===== config.mk =====
export PLATFORM = sky130hd
export DESIGN_NAME = buck_voltage_control
export DESIGN_NICKNAME = d
export VERILOG_FILES = /design/src/buck_pkg.sv /design/src/step_ticker.sv /design/src/buck_voltage_control.sv
export VERILOG_INCLUDE_DIRS = /design/src
export SDC_FILE = /design/constraint.sdc
export NUM_CORES = 1
export LEC_CHECK = 0
export ABC_CLOCK_PERIOD_IN_PS = 16200
export BUFFER_PORTS_ARGS = -buffer_cell sky130_fd_sc_hd__buf_4
export CORE_MARGIN = 2
export CORE_UTILIZATION = 45
export CTS_CLUSTER_SIZE = 20
export DETAILED_ROUTE_END_ITERATION = 6
export PLACE_DENSITY = 0.74
export SYNTH_ARGS = -nofsm -noshare
export SYNTH_HDL_FRONTEND = slang
export SYNTH_SLANG_ARGS = --single-unit
export TNS_END_PERCENT = 5

===== constraint.sdc =====
create_clock -name pclk -period 16.2 [get_ports pclk]
set_input_delay 1.62 -clock pclk [delete_from_list [all_inputs] [get_ports pclk]]
set_output_delay 1.62 -clock pclk [all_outputs]
set_load 0.02 [all_outputs]

===== src/buck_consts.svh =====
// buck_consts.svh: register offsets, field widths, reset values, ramp timing counts
// assumes: included by bare name; pclk period is PCLK_NS
`ifndef BUCK_CONSTS_SVH
`define BUCK_CONSTS_SVH

`define ADDR_CTRL      8'h00
`define ADDR_BANK_A    8'h04
`define ADDR_BANK_B    8'h08
`define ADDR_CEILING   8'h0C
`define ADDR_TRIM      8'h10
`define ADDR_STATUS    8'h14

// control word layout, matches ctrl_reg_t
`define CTRL_W         9
`define BANK_W         10
`define CODE_W         8
`define TRIM_W         5

`define RST_CTRL       9'h000
`define RST_BANK       10'h000
// 0.3 V + 160 x 10 mV = 1.9 V
`define RST_CEILING    8'hA0
`define RST_TRIM       5'h00

// code 0 is 0.3 V, one code is 10 mV
`define BASE_MV        300
`define STEP_MV        10

`define PCLK_NS        8
`define STEP_NS_8US    8000
`define STEP_NS_4US    4000
`define STEP_NS_2US    2000
`define STEP_NS_1US    1000
`define STEP_NS_HALF   500
`define CYC(ns)        (((ns) + `PCLK_NS - 1) / `PCLK_NS)
`define STEP_CYC_8US   `CYC(`STEP_NS_8US)
`define STEP_CYC_4US   `CYC(`STEP_NS_4US)
`define STEP_CYC_2US   `CYC(`STEP_NS_2US)
`define STEP_CYC_1US   `CYC(`STEP_NS_1US)
`define STEP_CYC_HALF  `CYC(`STEP_NS_HALF)

`endif


===== src/buck_pkg.sv =====
// buck_pkg.sv: types shared by the voltage control logic
// assumes: field order of ctrl_reg_t matches the control word bit positions
`default_nettype none

package buck_pkg;

   typedef enum logic [1:0] {
      MODE_AUTO,
      MODE_PFM,
      MODE_PWM,
      MODE_AUTO_ALT
   } bank_mode_t;

   typedef struct packed {
      bank_mode_t  mode;
      logic [7:0]  code;
   } bank_reg_t;

   typedef struct packed {
      logic        pg_pin;
      logic [1:0]  pd_dis;
      logic [2:0]  rate;
      logic        pin_sel;
      logic        bank;
      logic        enable;
   } ctrl_reg_t;

   typedef struct packed {
      logic        load_light;
      logic        load_high;
      logic        over_hv;
      logic        below_fall;
      logic        above_rise;
      logic        sel_pin;
   } sense_t;

   typedef enum logic {
      RAMP_IDLE,
      RAMP_RUN
   } ramp_state_t;

endpackage : buck_pkg

`default_nettype wire


===== src/step_ticker.sv =====
// step_ticker.sv: pulses tick once every interval cycles while run is high
// assumes: interval is at least 2 and stable while run is high
`default_nettype none

module step_ticker #(
   parameter int CW = 10
) (
   input  wire logic          pclk,
   input  wire logic          presetn,
   input  wire logic          run,
   input  wire logic [CW-1:0] interval,
   output logic               tick
);

   logic [CW-1:0] count;
   logic [CW-1:0] next_count;
   logic          next_tick;

   always_comb begin
      next_count = count;
      next_tick  = 1'b0;
      if (!run) begin
         next_count = '0;
      end else if (count >= interval - CW'(1)) begin
         next_count = '0;
         next_tick  = 1'b1;
      end else begin
         next_count = count + CW'(1);
      end
   end

   always_ff @(posedge pclk or negedge presetn) begin
      if (!presetn) begin
         count <= '0;
         tick  <= 1'b0;
      end else begin
         count <= next_count;
         tick  <= next_tick;
      end
   end

endmodule : step_ticker

`default_nettype wire


===== src/buck_voltage_control.sv =====
// buck_voltage_control.sv: voltage bank, ramp, mode and power-good control of one channel
// assumes: APB master on pclk; comparator and pin inputs are asynchronous to pclk
//
// The APB register port and the register offsets were chosen for this implementation.
`default_nettype none
`include "buck_consts.svh"

module buck_voltage_control
   import buck_pkg::*;
#(
   parameter int CW = 10
) (
   input  wire logic        pclk,
   input  wire logic        presetn,
   input  wire logic        psel,
   input  wire logic        penable,
   input  wire logic        pwrite,
   input  wire logic [7:0]  paddr,
   input  wire logic [31:0] pwdata,
   output logic      [31:0] prdata,
   output logic             pready,
   output logic             pslverr,
   input  wire logic        select_input_pin,
   input  wire logic        above_good_rising_threshold,
   input  wire logic        below_good_falling_threshold,
   input  wire logic        above_overvoltage_threshold,
   input  wire logic        load_above_changeover,
   input  wire logic        load_light,
   output logic      [7:0]  vout_code,
   output logic             conv_pfm,
   output logic             dual_phase,
   output logic      [1:0]  pulldown_en,
   output logic      [4:0]  oscillator_trim,
   output logic             output_good_flag,
   output logic             pg_pin_out,
   output logic             pg_pin_oe_n
);

   // input synchronisers
   sense_t sense_meta;
   sense_t sense_sync;

   always_ff @(posedge pclk or negedge presetn) begin
      if (!presetn) begin
         sense_meta <= '0;
         sense_sync <= '0;
      end else begin
         sense_meta <= sense_t'({load_light, load_above_changeover,
                                 above_overvoltage_threshold, below_good_falling_threshold,
                                 above_good_rising_threshold, select_input_pin});
         sense_sync <= sense_meta;
      end
   end

   // register file and bus
   ctrl_reg_t   ctrl;
   bank_reg_t   bank_a;
   bank_reg_t   bank_b;
   logic [7:0]  voltage_ceiling;
   ctrl_reg_t   next_ctrl;
   bank_reg_t   next_bank_a;
   bank_reg_t   next_bank_b;
   logic [7:0]  next_voltage_ceiling;
   logic [4:0]  next_oscillator_trim;
   logic [31:0] next_prdata;
   logic        next_pready;
   logic        next_pslverr;
   logic        mapped;
   logic        ramping;
   logic        voltage_bank_select;
   logic [31:0] read_word;

   always_comb begin
      case (paddr)
         `ADDR_CTRL:    read_word = {23'h000000, ctrl};
         `ADDR_BANK_A:  read_word = {22'h000000, bank_a};
         `ADDR_BANK_B:  read_word = {22'h000000, bank_b};
         `ADDR_CEILING: read_word = {24'h000000, voltage_ceiling};
         `ADDR_TRIM:    read_word = {27'h0000000, oscillator_trim};
         `ADDR_STATUS:  read_word = {16'h0000, vout_code, 5'h00, voltage_bank_select,
                                    ramping, output_good_flag};
         default:       read_word = 32'h00000000;
      endcase
      mapped = (paddr == `ADDR_CTRL) || (paddr == `ADDR_BANK_A) ||
               (paddr == `ADDR_BANK_B) || (paddr == `ADDR_CEILING) ||
               (paddr == `ADDR_TRIM) || (paddr == `ADDR_STATUS);
   end

   always_comb begin
      next_ctrl            = ctrl;
      next_bank_a          = bank_a;
      next_bank_b          = bank_b;
      next_voltage_ceiling = voltage_ceiling;
      next_oscillator_trim = oscillator_trim;
      next_prdata          = prdata;
      next_pready          = psel & penable & ~pready;
      next_pslverr         = 1'b0;
      // one wait state: answer prepared in the first access cycle
      if (psel && penable && !pready) begin
         next_pslverr = ~mapped;
         next_prdata  = (mapped && !pwrite) ? read_word : 32'h00000000;
      end
      if (psel && penable && pready && pwrite && !pslverr) begin
         case (paddr)
            `ADDR_CTRL:    next_ctrl            = ctrl_reg_t'(pwdata[`CTRL_W-1:0]);
            `ADDR_BANK_A:  next_bank_a          = bank_reg_t'(pwdata[`BANK_W-1:0]);
            `ADDR_BANK_B:  next_bank_b          = bank_reg_t'(pwdata[`BANK_W-1:0]);
            `ADDR_CEILING: next_voltage_ceiling = pwdata[`CODE_W-1:0];
            `ADDR_TRIM:    next_oscillator_trim = pwdata[`TRIM_W-1:0];
            default:       next_ctrl            = ctrl;
         endcase
      end
   end

   always_ff @(posedge pclk or negedge presetn) begin
      if (!presetn) begin
         ctrl            <= ctrl_reg_t'(`RST_CTRL);
         bank_a          <= bank_reg_t'(`RST_BANK);
         bank_b          <= bank_reg_t'(`RST_BANK);
         voltage_ceiling <= `RST_CEILING;
         oscillator_trim <= `RST_TRIM;
         prdata          <= 32'h00000000;
         pready          <= 1'b0;
         pslverr         <= 1'b0;
      end else begin
         ctrl            <= next_ctrl;
         bank_a          <= next_bank_a;
         bank_b          <= next_bank_b;
         voltage_ceiling <= next_voltage_ceiling;
         oscillator_trim <= next_oscillator_trim;
         prdata          <= next_prdata;
         pready          <= next_pready;
         pslverr         <= next_pslverr;
      end
   end

   // target selection and clamp
   bank_reg_t  active;
   logic [7:0] clamped_target;
   logic [CW-1:0] step_interval;
   logic          step_tick;

   always_comb begin
      // bank A after reset unless the pin selects
      voltage_bank_select = ctrl.pin_sel ? sense_sync.sel_pin : ctrl.bank;
      active              = voltage_bank_select ? bank_b : bank_a;
      clamped_target      = (active.code > voltage_ceiling) ? voltage_ceiling
                                                            : active.code;
      case (ctrl.rate)
         3'h0:    step_interval = CW'(`STEP_CYC_8US);
         3'h1:    step_interval = CW'(`STEP_CYC_4US);
         3'h2:    step_interval = CW'(`STEP_CYC_2US);
         3'h3:    step_interval = CW'(`STEP_CYC_1US);
         default: step_interval = CW'(`STEP_CYC_HALF);
      endcase
   end

   // ramp controller
   ramp_state_t ramp_state;
   ramp_state_t next_ramp_state;
   logic [7:0]  next_vout_code;

   assign ramping = (ramp_state == RAMP_RUN);

   step_ticker #(
      .CW (CW)
   ) u_step_ticker (
      .pclk     (pclk),
      .presetn  (presetn),
      .run      (ramping),
      .interval (step_interval),
      .tick     (step_tick)
   );

   always_comb begin
      next_ramp_state = ramp_state;
      next_vout_code  = vout_code;
      if (!ctrl.enable) begin
         // disabled: no ramp, target tracked directly
         next_ramp_state = RAMP_IDLE;
         next_vout_code  = clamped_target;
      end else begin
         case (ramp_state)
            RAMP_IDLE: begin
               if (clamped_target != vout_code) begin
                  next_ramp_state = RAMP_RUN;
               end
            end
            RAMP_RUN: begin
               if (clamped_target == vout_code) begin
                  next_ramp_state = RAMP_IDLE;
               end else if (step_tick) begin
                  // one code is 10 mV above 0.3 V
                  next_vout_code = (clamped_target > vout_code) ? vout_code + 8'h01
                                                                : vout_code - 8'h01;
               end
            end
            default: next_ramp_state = RAMP_IDLE;
         endcase
      end
   end

   // mode, phase, pull-down and power-good
   logic       next_conv_pfm;
   logic       next_dual_phase;
   logic [1:0] next_pulldown_en;
   logic       next_good;
   logic       next_pg_pin_out;
   logic       next_pg_pin_oe_n;

   always_comb begin
      next_conv_pfm = 1'b0;
      if (ctrl.enable && next_ramp_state == RAMP_IDLE) begin
         case (active.mode)
            MODE_PFM:      next_conv_pfm = 1'b1;
            MODE_PWM:      next_conv_pfm = 1'b0;
            default:       next_conv_pfm = sense_sync.load_light;
         endcase
      end
      next_dual_phase  = ctrl.enable & sense_sync.load_high;
      next_pulldown_en = ~ctrl.pd_dis;
      next_good        = output_good_flag;
      if (!ctrl.enable) begin
         next_good = 1'b0;
      end else if (sense_sync.below_fall || sense_sync.over_hv) begin
         next_good = 1'b0;
      end else if (sense_sync.above_rise) begin
         next_good = 1'b1;
      end
      next_pg_pin_out  = ctrl.pg_pin & output_good_flag;
      next_pg_pin_oe_n = ~ctrl.pg_pin;
   end

   always_ff @(posedge pclk or negedge presetn) begin
      if (!presetn) begin
         ramp_state       <= RAMP_IDLE;
         vout_code        <= 8'h00;
         conv_pfm         <= 1'b0;
         dual_phase       <= 1'b0;
         pulldown_en      <= 2'h3;
         output_good_flag <= 1'b0;
         pg_pin_out       <= 1'b0;
         pg_pin_oe_n      <= 1'b1;
      end else begin
         ramp_state       <= next_ramp_state;
         vout_code        <= next_vout_code;
         conv_pfm         <= next_conv_pfm;
         dual_phase       <= next_dual_phase;
         pulldown_en      <= next_pulldown_en;
         output_good_flag <= next_good;
         pg_pin_out       <= next_pg_pin_out;
         pg_pin_oe_n      <= next_pg_pin_oe_n;
      end
   end
endmodule : buck_voltage_control

`default_nettype wire


==> impl_metrics.ini <==
[floorplanning]
fp.dieH_um = 113
die_area_um2 = 12700
die_w_um = 113
core-area_um2 = 11500
rows = 39
start_util_pct = 46.2
num_io_pins = 105

[grt]
grt_overflow = 0
grt_max_degree = 60
grt_use_met2_pct = 33.1
gr-usage-met3_pct = 3.94
grt_pass1_vias = 3891
antenna_found_initial = 0
globalRouteTotalUtil_pct = 19.6
grt_pass1_wl_um = 19700
grt_util_met1_pct = 25.6
grt-busiest-layer = met2

[cells_and_area]
multi_input_area_um2 = 2610
sequential_cell_area_um2 = 2480
antenna_cells = 0
area_growth_pct = 16.5
final_area_um2 = 6170
drive_gt1_share_pct = 30.3
fill_cells = 992
fin_nets = 623

[clocking]
cts_root_buf = clkbuf_16
cts_tree = built
cts.clk_slew.worst_paths_ns = 0.07
cts_resized = 0
h-tree-depth = 3
postCtsHoldBufs = 0
cts_setup_buffers = 0
clock_latency_ns = 0.35
clockBufferDepth = 2
clock-sinks = 99
cts_made_buffers = 9

[drt]
viasPerCell = 5.51
num_vias = 3769
drt_iter0_drc = 217
drt_first_pass_iters = 5
ant_nets = 0
routed_wl_um = 11800
drc = 0
wl_per_cell_um = 17.2

[logic_synthesis]
synthTopCellsByArea = dfrtp_1 (44%), mux2_2 (13%), ha_1 (8.3%)
ys_seq_area_share_pct = 46.8
synth-edff-count = 0
yosysTopAreaCell = dfrtp_1
async_flop_share_pct = 100
netlist_instances = 468
synth_ff_type = dfrtp_1
yosysWarnings = 0
synth.avg_cell_area_um2 = 11.3
ys_types = 51
synth_commonest_cells = dfrtp_1 (94), mux2_2 (60), ha_1 (35), nor2_1 (32), inv_1 (27)
yosysTopAreaCellShare_pct = 44.4
yosysMostFrequentCell = dfrtp_1
synth-seq-cells = 99
syn-cell-area_um2 = 5300

[timing]
setup_violations = 0
period_share_pct = 36.2
worstMarginPinSlew_ns = 1.10
maxSlewViolCount = 0
rsz0062_at_grt = no
clock.fmax_mhz = 170
fin_skew_ns = 0.00439
setup_ws_ns = 10.33
relSlewSlack_pct = 26.4
fin_crit_ns = 5.87
hold_viol = 0
tns_ns = 0

[hold_path]
holdCritPathClass = reg2reg

[power_and_ir_drop]
max-vdd-ir-drop_uv = 65.3
power.total_mw = 0.490
netSwitchingFraction_pct = 24.9
power.internal_mw = 0.368
seq_power_share_pct = 51.1
switching_power_mw = 0.122
comb_power_share_pct = 6.9
clkPwrFrac_pct = 41.9
p_leak_nw = 3.07
p_per_area_nw_per_um2 = 79.3

[worst_setup_path]
cp-start-kind = flip-flop
worst-path-max-fanout = 11
worst-setup-path-type = reg2reg
end_kind = flip-flop
critPathArrivalTime_ns = 6.15
worstPathRequired_ns = 16.48

[job]
cap_violations = 0

[status]
status = finished, final reports clean

[placed_design]
place_area_um2 = 5890
place_hpwl_um = 8460
gp_congestion = 0.839
dp_slack_ns = 10.46
place.port_buffers = 66
[metal layers]
metal | vias up | share of wire (%)
met5 | - | 0
met4 | 0 | 1.8
met3 | 16 | 4.4
met2 | 98 | 50
met1 | 1891 | 44
li1 | 1764 | -
[sequential cells by signal (all words and copies together) (netlist names), 2 cells and up]
signal / flops
sense_meta: 6
bank_b: 10
ctrl: 9
prdata: 16
oscillator_trim: 5
pulldown_en: 2
sense_sync: 6
bank_a: 10
u_step_ticker.count: 10
vout_code: 8
voltage_ceiling: 8
[critical path, cell delays in order (launching register included)]
cell and delay [ns]:
dfrtp_1 0.39, mux2i_1 0.19, buf_4 0.24, mux2_2 0.38, ha_1 0.29, nor2b_1 0.13
o211ai_1 0.17, a21oi_1 0.12, nor2_1 0.50, mux2_2 0.44, ha_1 0.32, nand4_1 0.21
nor2_1 0.20, a211o_1 0.15, and2_1 0.35, ha_1 0.30, a21oi_1 0.20, o211ai_1 0.20
o41ai_1 0.35, a21oi_1 0.09, or4_1 0.47, nand3_1 0.09
[layout by cell type (no fill, tap or decap), types with 3 or more instances in the layout]
cell type	Yosys	final
o21a_1	6	6
or4_1	3	3
inv_6	0	3
mux2_2	60	60
nor2_1	32	32
buf_4	16	68
ha_1	35	35
o21ai_0	17	17
mux2i_1	10	10
nor2b_1	4	4
nor3_1	4	4
nand2_1	25	25
dfstp_2	5	5
clkbuf_16	0	9
conb_1	1	17
nand4_1	4	4
clkinv_4	0	3
a22o_1	9	9
a21oi_1	22	22
nand3_1	10	10
a21o_1	4	4
o211ai_1	8	8
nand2b_1	5	5
and2_1	4	4
inv_1	27	27
xnor2_1	7	7
xor2_1	7	7
and3_1	5	5
mux4_2	6	6
dfrtp_1	94	94
[stage by stage]
| step | util (%) | hold WS (ns) | instances |
|---|---|---|---|
| global route | 53.8 | 0.356 | 684 |
| detailed placement | 51.4 | 0.335 | 668 |
| CTS | 53.8 | 0.350 | 684 |
| global placement | 51.4 | 0.333 | 668 |
| finish | 53.8 | 0.349 | 684 |
| floorplan | - | 0.331 | 484 |
[final cells by class]
type,instances,share of cell area [%]
tap,143,2.90
sequential,99,40.2
inverter,28,1.70
multi-input combinational,330,42.3
clock inverter,7,0.973
timing repair buffer,68,8.27
clock buffer,9,3.65
[path summary, 6_finish.rpt]
kind                                         start                                to  slack, ns  cells past startpoint
min in group asynchronous                  presetn  u_step_ticker.count[5]$_DFF_PN0_       1.25                      1
hold reg to reg            sense_meta[0]$_DFF_PN0_           sense_sync[0]$_DFF_PN0_       0.35                      0
setup reg to reg               ctrl[2]$_DFFE_PN0P_          vout_code[7]$_DFFE_PN0P_      10.33                     21
hold / removal             sense_meta[0]$_DFF_PN0_           sense_sync[0]$_DFF_PN0_       0.35                      0
max in group asynchronous                  presetn             bank_b[0]$_DFFE_PN0P_      13.84                      2
setup / recovery               ctrl[2]$_DFFE_PN0P_          vout_code[7]$_DFFE_PN0P_      10.33                     21
[cell families (layout without fill, tap and decap cells)]
logic type	count (synthesis)	in the layout	share of synthesized area, %
adder cells (fa/ha/maj)	36	36	8.64
XOR/XNOR	14	14	2.31
AND/OR/NAND/NOR	110	110	10.6
AO/OA/AOI/OAI	77	77	9.35
other	1	17	0.0707
multiplexers	76	76	17.2
flip-flops	99	99	46.8
buffers and inverters	55	112	5.03
[power groups by stage]
stage | Combinational [mW] | Sequential (mW) | Clock [mW]
2_1_floorplan | 0.0208 | 0.256 | 0
6_report | 0.0340 | 0.250 | 0.205
3_3_place_gp | 0.0330 | 0.255 | 0
5_1_grt | 0.0380 | 0.251 | 0.220
4_1_cts | 0.0343 | 0.250 | 0.209
3_5_place_dp | 0.0341 | 0.255 | 0
Power figures use the tool's default switching activity.
